==> config.mk <==
export PLATFORM = sky130hd
export DESIGN_NAME = pmag_guard
export DESIGN_NICKNAME = d
export VERILOG_FILES = /design/src/rtl/pmag_guard.v
export VERILOG_INCLUDE_DIRS = /design/src /design/src/include
export SDC_FILE = /design/constraint.sdc
export NUM_CORES = 1
export LEC_CHECK = 0
export BUFFER_PORTS_ARGS = -buffer_cell sky130_fd_sc_hd__buf_2
export CORE_UTILIZATION = 25
export CTS_CLUSTER_DIAMETER = 200
export DETAILED_ROUTE_END_ITERATION = 6
export PLACE_DENSITY_LB_ADDON = 0.05
export SYNTH_ARGS = -nofsm -noshare
export SYNTH_HDL_FRONTEND = slang
export SYNTH_SLANG_ARGS = --single-unit
==> constraint.sdc <==
create_clock -name clk -period 2.7 [get_ports clk]
set_input_delay 0.27 -clock clk [delete_from_list [all_inputs] [get_ports clk]]
set_output_delay 0.27 -clock clk [all_outputs]
set_load 0.005 [all_outputs]
==> src/include/pmag_map.vh <==
/*
  Address map, field positions and factory values of the program memory access guard.
  Assumes 22-bit table addresses and byte-wide configuration data.
*/
`ifndef PMAG_MAP_VH
`define PMAG_MAP_VH
`define PMAG_ADDR_W 22
`define PMAG_CFG_READ_LOCK_LO 22'h300008
`define PMAG_CFG_BOOT_DATA_RD 22'h300009
`define PMAG_CFG_WRITE_LOCK_LO 22'h30000a
`define PMAG_CFG_BOOT_DATA_WR 22'h30000b
`define PMAG_CFG_XREAD_LOCK_LO 22'h30000c
`define PMAG_CFG_BOOT_XREAD 22'h30000d
`define PMAG_CFG_DEBUG_PROG 22'h300006
`define PMAG_ID_BASE 22'h200000
`define PMAG_ID_TOP 22'h200007
`define PMAG_DEVID_LO 22'h3ffffe
`define PMAG_DEVID_HI 22'h3fffff
`define PMAG_PROG_TOP 22'h00ffff
`define PMAG_BOOT_TOP 22'h0007ff
`define PMAG_REGION_HI 15
`define PMAG_REGION_LO 14
`define PMAG_REGION_TOP 2'h3
`define PMAG_BIT_DATA 7
`define PMAG_BIT_BOOT 6
`define PMAG_BIT_CFGWR 5
`define PMAG_BIT_LVP 2
`define PMAG_BIT_DEBUG 7
`define PMAG_ERASED 8'hff
`define PMAG_LOW_MASK 8'h0f
`define PMAG_LOW_MASK48 8'h07
`define PMAG_BOOT_RD_MASK 8'hc0
`define PMAG_BOOT_WR_MASK 8'he0
`define PMAG_BOOT_XR_MASK 8'h40
`define PMAG_DBGPROG_MASK 8'h84
`define PMAG_ZERO8 8'h00
`define PMAG_DBG_STACK 2'h2
`define PMAG_DBG_PROG_BYTES 10'h200
`define PMAG_DBG_DATA_BYTES 4'ha
`endif

==> src/rtl/pmag_guard.v <==
/*
  Protection checker for table reads/writes from the CPU and for external programmer
  accesses to program memory, data memory, configuration and ID locations.
  Assumes the memory arrays sit outside; this block grants or refuses each access and
  forces zero read data. Erase requests arrive only from the external programmer port.
*/
`timescale 1ns/1ps
`include "pmag_map.vh"
module pmag_guard #(
  parameter LARGE = 1,
  parameter [15:0] DEVICE_ID = 16'h5a5a  // Arbitrary identification value
) (
  // Clock and reset
  input wire clk,
  input wire rst,
  // CPU table access
  input wire cpu_req,
  input wire cpu_wr,
  input wire [21:0] cpu_addr,
  input wire [21:0] cpu_fetch_addr,
  input wire [7:0] cpu_wdata,
  input wire [7:0] cpu_mem_rdata,
  output reg cpu_grant_q,
  output reg [7:0] cpu_rdata_q,
  // CPU data memory read
  input wire cpu_dm_req,
  output reg cpu_dm_grant_q,
  // External programmer access
  input wire ext_req,
  input wire ext_wr,
  input wire ext_dm,
  input wire [21:0] ext_addr,
  input wire [7:0] ext_wdata,
  input wire [7:0] ext_mem_rdata,
  output reg ext_grant_q,
  output reg [7:0] ext_rdata_q,
  // Programmer erase
  input wire ext_chip_erase,
  input wire ext_block_erase,
  input wire [2:0] ext_erase_region,
  // Programming entry pins
  input wire mclr_high_voltage,
  input wire low_voltage_entry_pin,
  output reg prog_mode_q,
  output reg entry_pin_is_io_q,
  // Debugger reservations
  output reg debug_active_q,
  output reg [1:0] dbg_stack_levels_q,
  output reg [9:0] dbg_prog_bytes_q,
  output reg [3:0] dbg_data_bytes_q,
  output reg dbg_serial_pins_q
);
  // Configuration bytes; erased state is all ones
  reg [7:0] rd_lock_q, bd_rd_q, wr_lock_q, bd_wr_q, xr_lock_q, b_xr_q, dbgprog_q;
  reg [7:0] id_q [0:7];
  reg hv_session_q;
  wire [7:0] low_mask = LARGE ? `PMAG_LOW_MASK : `PMAG_LOW_MASK48;
  integer k;

  // Region decode: 0..3 for regions, 4 for boot
  function [2:0] region_of;
    input [21:0] a;
    begin
      if (a <= `PMAG_BOOT_TOP)
        region_of = 3'h4;
      else
        region_of = {1'b0, a[`PMAG_REGION_HI:`PMAG_REGION_LO]};
    end
  endfunction

  function is_prog;
    input [21:0] a;
    begin
      is_prog = (a <= `PMAG_PROG_TOP) &&
        (LARGE || a[`PMAG_REGION_HI:`PMAG_REGION_LO] != `PMAG_REGION_TOP);
    end
  endfunction

  function is_id;
    input [21:0] a;
    begin
      is_id = (a >= `PMAG_ID_BASE) && (a <= `PMAG_ID_TOP);
    end
  endfunction

  // Per-region bit pick; boot bits live in the high bytes
  function pick;
    input [2:0] r;
    input [7:0] low;
    input boot;
    begin
      pick = r[2] ? boot : low[r[1:0]];
    end
  endfunction

  // Configuration readback, unimplemented bits as zero
  function [7:0] cfg_read;
    input [21:0] a;
    begin
      case (a)
        `PMAG_CFG_READ_LOCK_LO: cfg_read = rd_lock_q & low_mask;
        `PMAG_CFG_BOOT_DATA_RD: cfg_read = bd_rd_q & `PMAG_BOOT_RD_MASK;
        `PMAG_CFG_WRITE_LOCK_LO: cfg_read = wr_lock_q & low_mask;
        `PMAG_CFG_BOOT_DATA_WR: cfg_read = bd_wr_q & `PMAG_BOOT_WR_MASK;
        `PMAG_CFG_XREAD_LOCK_LO: cfg_read = xr_lock_q & low_mask;
        `PMAG_CFG_BOOT_XREAD: cfg_read = b_xr_q & `PMAG_BOOT_XR_MASK;
        `PMAG_CFG_DEBUG_PROG: cfg_read = dbgprog_q & `PMAG_DBGPROG_MASK;
        `PMAG_DEVID_LO: cfg_read = DEVICE_ID[7:0];
        `PMAG_DEVID_HI: cfg_read = DEVICE_ID[15:8];
        default: cfg_read = `PMAG_ZERO8;
      endcase
    end
  endfunction

  function is_cfg;
    input [21:0] a;
    begin
      is_cfg = (a >= `PMAG_CFG_DEBUG_PROG) && (a <= `PMAG_CFG_BOOT_XREAD);
    end
  endfunction

  // CPU side decision
  wire [2:0] cpu_reg = region_of(cpu_addr);
  wire [2:0] cpu_src = region_of(cpu_fetch_addr);
  wire cpu_prog = is_prog(cpu_addr);
  wire cpu_xr = pick(cpu_reg, xr_lock_q, b_xr_q[`PMAG_BIT_BOOT]);
  wire cpu_wl = pick(cpu_reg, wr_lock_q, bd_wr_q[`PMAG_BIT_BOOT]);
  wire cpu_same = is_prog(cpu_fetch_addr) && (cpu_src == cpu_reg);
  wire cpu_rd_ok = cpu_xr || cpu_same;
  wire cfg_wr_open = bd_wr_q[`PMAG_BIT_CFGWR];
  wire cpu_wr_ok = cpu_prog ? cpu_wl :
    is_id(cpu_addr) ? 1'b1 :
    is_cfg(cpu_addr) ? cfg_wr_open : 1'b0;

  // External side decision; access lock only matters here
  wire [2:0] ext_reg = region_of(ext_addr);
  wire ext_prog = is_prog(ext_addr);
  wire ext_cp = pick(ext_reg, rd_lock_q, bd_rd_q[`PMAG_BIT_BOOT]);
  wire ext_wl = pick(ext_reg, wr_lock_q, bd_wr_q[`PMAG_BIT_BOOT]);
  wire dm_open = bd_rd_q[`PMAG_BIT_DATA];
  wire dm_wr_open = bd_wr_q[`PMAG_BIT_DATA];
  wire ext_ok = ext_dm ? (dm_open && (!ext_wr || dm_wr_open)) :
    ext_prog ? (ext_cp && (!ext_wr || ext_wl)) :
    is_id(ext_addr) ? 1'b1 :
    is_cfg(ext_addr) ? (!ext_wr || cfg_wr_open || ext_addr == `PMAG_CFG_BOOT_DATA_WR) :
    !ext_wr;
  wire ext_active = ext_req && prog_mode_q;

  // Programming mode entry
  wire lvp_on = dbgprog_q[`PMAG_BIT_LVP];
  wire enter_hv = mclr_high_voltage;
  wire enter_lv = lvp_on && low_voltage_entry_pin;

  always @(posedge clk) begin
    if (rst) begin
      cpu_grant_q <= 1'b0;
      cpu_rdata_q <= `PMAG_ZERO8;
      cpu_dm_grant_q <= 1'b0;
      ext_grant_q <= 1'b0;
      ext_rdata_q <= `PMAG_ZERO8;
      prog_mode_q <= 1'b0;
      hv_session_q <= 1'b0;
    end else begin
      cpu_dm_grant_q <= cpu_dm_req;
      cpu_grant_q <= cpu_req && (cpu_wr ? cpu_wr_ok : 1'b1);
      if (cpu_req && !cpu_wr) begin
        if (cpu_prog)
          cpu_rdata_q <= cpu_rd_ok ? cpu_mem_rdata : `PMAG_ZERO8;
        else if (is_id(cpu_addr))
          cpu_rdata_q <= id_q[cpu_addr[2:0]];
        else
          cpu_rdata_q <= cfg_read(cpu_addr);
      end
      ext_grant_q <= ext_active && ext_ok;
      if (ext_active && !ext_wr) begin
        if (!ext_ok)
          ext_rdata_q <= `PMAG_ZERO8;
        else if (ext_dm || ext_prog)
          ext_rdata_q <= ext_mem_rdata;
        else if (is_id(ext_addr))
          ext_rdata_q <= id_q[ext_addr[2:0]];
        else
          ext_rdata_q <= cfg_read(ext_addr);
      end
      if (!prog_mode_q && (enter_hv || enter_lv)) begin
        prog_mode_q <= 1'b1;
        hv_session_q <= enter_hv;
      end else if (prog_mode_q && !enter_hv && !enter_lv) begin
        prog_mode_q <= 1'b0;
        hv_session_q <= 1'b0;
      end
    end
  end

  // Configuration and ID storage: lock writes clear only, ID and debug bit writes load the data, LVP bit only from a high-voltage programmer session, erase sets
  wire cpu_w = cpu_req && cpu_wr && cpu_wr_ok;
  wire ext_w = ext_active && ext_wr && ext_ok;
  wire [21:0] w_addr = ext_w ? ext_addr : cpu_addr;
  wire [7:0] w_data = ext_w ? ext_wdata : cpu_wdata;
  wire any_w = ext_w || cpu_w;
  wire [7:0] blk_set = (ext_block_erase && !ext_erase_region[2]) ?
    (`PMAG_ZERO8 | (8'h01 << ext_erase_region[1:0])) : `PMAG_ZERO8;
  wire boot_set = ext_block_erase && ext_erase_region[2];
  // Programmer may clear the config write lock; program writes leave it alone
  wire [7:0] bdw_mask = ext_w ? `PMAG_BOOT_WR_MASK :
    (`PMAG_BOOT_WR_MASK & ~(8'h01 << `PMAG_BIT_CFGWR));

  always @(posedge clk) begin
    if (rst) begin
      dbg_serial_pins_q <= 1'b0;
    end else if (ext_chip_erase && prog_mode_q) begin
      rd_lock_q <= `PMAG_ERASED;
      bd_rd_q <= `PMAG_ERASED;
      wr_lock_q <= `PMAG_ERASED;
      bd_wr_q <= `PMAG_ERASED;
      xr_lock_q <= `PMAG_ERASED;
      b_xr_q <= `PMAG_ERASED;
      dbgprog_q <= `PMAG_ERASED;
      for (k = 0; k < 8; k = k + 1)
        id_q[k] <= `PMAG_ERASED;
    end else if (ext_block_erase && prog_mode_q) begin
      rd_lock_q <= rd_lock_q | blk_set;
      wr_lock_q <= wr_lock_q | blk_set;
      xr_lock_q <= xr_lock_q | blk_set;
      if (boot_set) begin
        bd_rd_q[`PMAG_BIT_BOOT] <= 1'b1;
        bd_wr_q[`PMAG_BIT_BOOT] <= 1'b1;
        b_xr_q[`PMAG_BIT_BOOT] <= 1'b1;
      end
    end else if (any_w) begin
      case (w_addr)
        `PMAG_CFG_READ_LOCK_LO: rd_lock_q <= rd_lock_q & (w_data | ~low_mask);
        `PMAG_CFG_BOOT_DATA_RD: bd_rd_q <= bd_rd_q & (w_data | ~`PMAG_BOOT_RD_MASK);
        `PMAG_CFG_WRITE_LOCK_LO: wr_lock_q <= wr_lock_q & (w_data | ~low_mask);
        `PMAG_CFG_BOOT_DATA_WR: bd_wr_q <= bd_wr_q & (w_data | ~bdw_mask);
        `PMAG_CFG_XREAD_LOCK_LO: xr_lock_q <= xr_lock_q & (w_data | ~low_mask);
        `PMAG_CFG_BOOT_XREAD: b_xr_q <= b_xr_q & (w_data | ~`PMAG_BOOT_XR_MASK);
        `PMAG_CFG_DEBUG_PROG: begin
          dbgprog_q[`PMAG_BIT_DEBUG] <= w_data[`PMAG_BIT_DEBUG];
          if (ext_w && hv_session_q)
            dbgprog_q[`PMAG_BIT_LVP] <= w_data[`PMAG_BIT_LVP];
        end
        default: if (is_id(w_addr)) id_q[w_addr[2:0]] <= w_data;
      endcase
    end
    if (!rst)
      dbg_serial_pins_q <= !dbgprog_q[`PMAG_BIT_DEBUG];
  end

  // Debug reservations and entry pin ownership
  always @(posedge clk) begin
    if (rst) begin
      debug_active_q <= 1'b0;
      dbg_stack_levels_q <= 2'h0;
      dbg_prog_bytes_q <= 10'h000;
      dbg_data_bytes_q <= 4'h0;
      entry_pin_is_io_q <= 1'b0;
    end else begin
      debug_active_q <= !dbgprog_q[`PMAG_BIT_DEBUG];
      dbg_stack_levels_q <= dbgprog_q[`PMAG_BIT_DEBUG] ? 2'h0 : `PMAG_DBG_STACK;
      dbg_prog_bytes_q <= dbgprog_q[`PMAG_BIT_DEBUG] ? 10'h000 :
        `PMAG_DBG_PROG_BYTES;
      dbg_data_bytes_q <= dbgprog_q[`PMAG_BIT_DEBUG] ? 4'h0 : `PMAG_DBG_DATA_BYTES;
      entry_pin_is_io_q <= !lvp_on;
    end
  end

  // Power-up contents stand for an erased part
  initial begin
    rd_lock_q = `PMAG_ERASED;
    bd_rd_q = `PMAG_ERASED;
    wr_lock_q = `PMAG_ERASED;
    bd_wr_q = `PMAG_ERASED;
    xr_lock_q = `PMAG_ERASED;
    b_xr_q = `PMAG_ERASED;
    dbgprog_q = `PMAG_ERASED;
    for (k = 0; k < 8; k = k + 1)
      id_q[k] = `PMAG_ERASED;
  end
endmodule // pmag_guard

==> flow_results.org <==
** Die
- Number of standard-cell rows in the floorplan :: 60
- Die H :: approximately 170 um
- X dimension of the die :: 168 um
- For this configuration, the core starts out at a cell density of 0.255.
- Total core area :: 0.0270 sq mm
- Count of pins on the block boundary :: 152
- Area enclosed by the die boundary :: approximately 0.028 sq mm

** Detailed routing
- Routed vias :: 6,078
- Residual DRC :: 0
- In this run, the number of DRC markers left after iteration 0 of detailed routing was ~420.
- After detailed routing, the total wire length is roughly 26,000 um.
- Final antenna-violating net count :: 0
- Post-detailed-route via-to-cell ratio :: 5.04
- Number of search-and-repair iterations in the first detailed-routing pass :: 5
- Post-detailed-route wirelength per cell :: 21.5 um

** Pwr
- For this design the ratio of total power to cell area is 434 mW/mm^2.
- Peak supply drop :: between 300 and 400 uV
- LEAKAGE :: 3.47 nW

** Timing
- Fraction of the cycle the final worst path needs :: 0.964
- Count of final hold-check violations :: 0
- Setup violations remaining at the end of the flow were counted as 0.
- On the final layout, the worst clock skew is 14.1 ps.
- Headroom to the max-slew limit came out at 0.535.
- Setup repair after global routing missed its margin :: false
- Shortest period the worst path allows :: 2600 ps
- Final hold analysis gives a worst-case slack of between 100 and 150 ps.
- Worst Tran Pin Value :: 694 ps
- Top achievable clock speed :: 384 MHz
- The final max-slew violation count came to 0.
- Setup TNS Final :: 0 ps

** Cells and area
- In the final layout, the share of cells above drive strength 1 is 0.383.
- Counting the fill cells in the layout gives 2,789.
- Final design instance area without fill :: 0.00904 sq mm
- The final layout contains 972 nets.
- Measured on the finished design, the core utilization comes to 0.335.
- The area growth from synthesis to layout is 31.3%.

** Run
- Max-cap violations :: 0

** CTS
- The clock reaches the later pin of the worst-skew pair after 370 ps.
- Clk pin slew, worst setup/hold paths :: 90 ps
- The number of clock buffers added by TritonCTS is 9.
- Clock Tree Root :: sky130_fd_sc_hd__clkbuf_16
- Clock Sink Count :: between 100 and 150
- Htree depth :: 3
- TritonCTS built the clock tree.
- The longest clock path from root to sink contains 2 buffers.
- Cts-stage hold buffer count :: 0

** Worst hold path
- The worst hold path belongs to the class in -> reg.
- The worst hold path passes through 2 cells.
- Terminating pin of the worst hold path :: cpu_grant_q
- In this run the most critical hold path is launched from cpu_wr.

** Setup path
- The worst setup path is captured at a flop.
- For the worst setup path, the data arrival time is about 2700 ps.
- STA puts the critical path data required time at 2790 ps.
- Along the worst path, the maximum fanout reaches 7.
- For the worst flop-to-flop path, the logic depth is 10.
- Start-to-end type of the worst setup path :: reg -> reg
- Critical path startpoint category :: flop
- The startpoint identified for the worst register-to-register timing path is wr_lock_q[2].
- Setup slack on the worst reg-to-reg path comes out at 100 ps.
- The worst register-to-register path ends at bd_wr_q[6].

** Yosys
- Yosys Warn Count :: 0
- Gate count of the mapped netlist :: between 600 and 700
- In this run, synthesis inferred 84 flip-flops with an integrated enable.
- Of the total synthesized cell area, the portion taken by AND, OR, NAND and NOR gates is 0.196.
- Leading cell types by total area after synthesis :: sky130_fd_sc_hd__edfxtp_1 (37%), sky130_fd_sc_hd__mux4_2 (11%), sky130_fd_sc_hd__dfxtp_1 (6.7%), sky130_fd_sc_hd__nand2_1 (6.1%), sky130_fd_sc_hd__mux2i_1 (4.1%)
- sky130_fd_sc_hd__nand2_1 is the most common cell in the netlist.
- Share of synthesized registers carrying an async set or reset :: 0
- Primary FF master, synth :: sky130_fd_sc_hd__edfxtp_1
- Biggest area consumer among synthesized cells :: sky130_fd_sc_hd__edfxtp_1
- Sequential share of the synthesized area :: 0.433
- Yosys top cell area share :: 0.367
- Register bit total from synthesis :: 107
- After synthesis, the largest family of logic cells by area is simple AND/OR/NAND/NOR gates.
- Each instance of the synthesized netlist takes up on average 10.4 sq um.
- Yosys mapped the design onto 66 distinct sky130hd cell types.
- Netlist area before placement :: just under 0.007 sq mm
- Mux cell area share after synthesis :: 0.172
- Fraction of the mapped netlist area in adder cells :: 0
- The commonest cells after synthesis are sky130_fd_sc_hd__nand2_1 (111), sky130_fd_sc_hd__edfxtp_1 (84), sky130_fd_sc_hd__nor2_1 (39), sky130_fd_sc_hd__a21oi_1 (36), sky130_fd_sc_hd__mux4_2 (33).
- Fraction of synthesized cell area in xor and xnor cells :: 0.00255
- Post-synthesis compound-gate area fraction :: 0.139

** Global route
- Global-route wire length before repair :: 37,400 um
- Vias in the first global route :: between 6,000 and 7,000
- Number of antenna violations at the first check in global routing :: 1
- Entering global routing, the biggest net connects 27 pins.
- Total overflow reported by the global router :: 0
- Across every metal layer, demand over resource in global routing totals 0.181.

** Placement
- Buffers added on ports :: 128
- Detailed-placement wirelength estimate :: 20,500 um
- Routability-driven placement finished with a final weighted congestion of 0.890.
- Once placement finished, the instance area stood at 0.00853 sq mm.

** Run status
- Run status :: completed
how the worst max path moves through the flow:
stage | startpoint | to | cells after the start
floorplan | rd_lock_q[1] | id_q[3][0] | 9
finish | wr_lock_q[2] | bd_wr_q[6] | 10
global placement | ext_addr[14] | id_q[2][7] | 13
global route | wr_lock_q[3] | id_q[2][2] | 10
CTS | wr_lock_q[2] | id_q[7][6] | 9
detailed placement | ext_addr[14] | id_q[6][0] | 13
critical path, stage by stage (launching register included):
cell and delay [ps]:
sky130_fd_sc_hd__edfxtp_1 430, sky130_fd_sc_hd__buf_4 160, sky130_fd_sc_hd__buf_4 130, sky130_fd_sc_hd__mux4_2 490, sky130_fd_sc_hd__mux2_2 300, sky130_fd_sc_hd__a2bb2oi_2 190, sky130_fd_sc_hd__nor2_1 70, sky130_fd_sc_hd__buf_4 160
sky130_fd_sc_hd__o31ai_1 200, sky130_fd_sc_hd__buf_4 160, sky130_fd_sc_hd__a21oi_1 60
what timing repair did:
item / 4_1_cts / 5_1_grt
setup endpoints to repair: 4 / 148
gates cloned: 0 / 2
endpoints found under the hold margin: 0 / 0
resized for setup: 1 / 24
buffers inserted: 0 / 8
pin swaps: 0 / 4
registers in the layout, summed over array words and instances, names as in the netlist, 2 cells and up:
signal / flops
bd_wr_q: 3
ext_rdata_q: 8
dbgprog_q: 2
wr_lock_q: 4
id_q: 64
bd_rd_q: 2
xr_lock_q: 4
rd_lock_q: 4
cpu_rdata_q: 8
through the flow:
stage / setup slack [ps] / std cells / power [mW]
after floorplan: 96.3 / 672 / 2.18
final: 96.2 / 1206 / 3.92
after global routing: 0.0870 / 1205 / 4.07
after detailed placement: -122 / 1181 / 2.49
after CTS: 0.0369 / 1197 / 3.94
after global placement: -154 / 1181 / 2.49
metal layers:
metal | track usage | wire [um] | up-vias
met5 | 0 | 0 | -
met4 | 0.0830 | 996 | 0
met3 | 0.0313 | 919 | 40
met2 | 0.318 | 12900 | 167
met1 | 0.217 | 11100 | 2984
li1 | - | - | 2887
cells by family after synthesis:
logic type      count (synthesis)
simple gates                  270
compound gates                136
flops                         107
buf+inv                        73
mux                            72
xor+xnor                        2
other cells                     1
cell type report:
class | count | area (sq um) | share of cell area
diodes | 1 | 2.50 | 0.000277
clock buffers | 9 | 225 | 0.0249
clock inverters | 7 | 96.3 | 0.0107
inverters | 11 | 41.3 | 0.00457
multi-input cells | 492 | 3640 | 0.403
flip-flops and latches | 107 | 2980 | 0.330
well taps | 341 | 427 | 0.0472
repair buffers | 238 | 1620 | 0.179
where the power goes:
part,internal [mW],switching (mW)
clock,0.745,0.702
combinational,0.279,0.352
sequential,1.81,0.0299
cell usage in the layout (no fill, tap or decap), types with 20 or more instances in the layout:
| cell type | count |
|---|---|
| sky130_fd_sc_hd__buf_2 | 129 |
| sky130_fd_sc_hd__nor2_1 | 39 |
| sky130_fd_sc_hd__nand2_1 | 111 |
| sky130_fd_sc_hd__o21ai_0 | 26 |
| sky130_fd_sc_hd__dfxtp_1 | 23 |
| sky130_fd_sc_hd__mux2i_1 | 26 |
| sky130_fd_sc_hd__edfxtp_1 | 84 |
| sky130_fd_sc_hd__mux4_2 | 35 |
| sky130_fd_sc_hd__a21oi_1 | 35 |
| sky130_fd_sc_hd__buf_4 | 92 |
| sky130_fd_sc_hd__nor2b_1 | 20 |
Power figures use the tool's default switching activity.
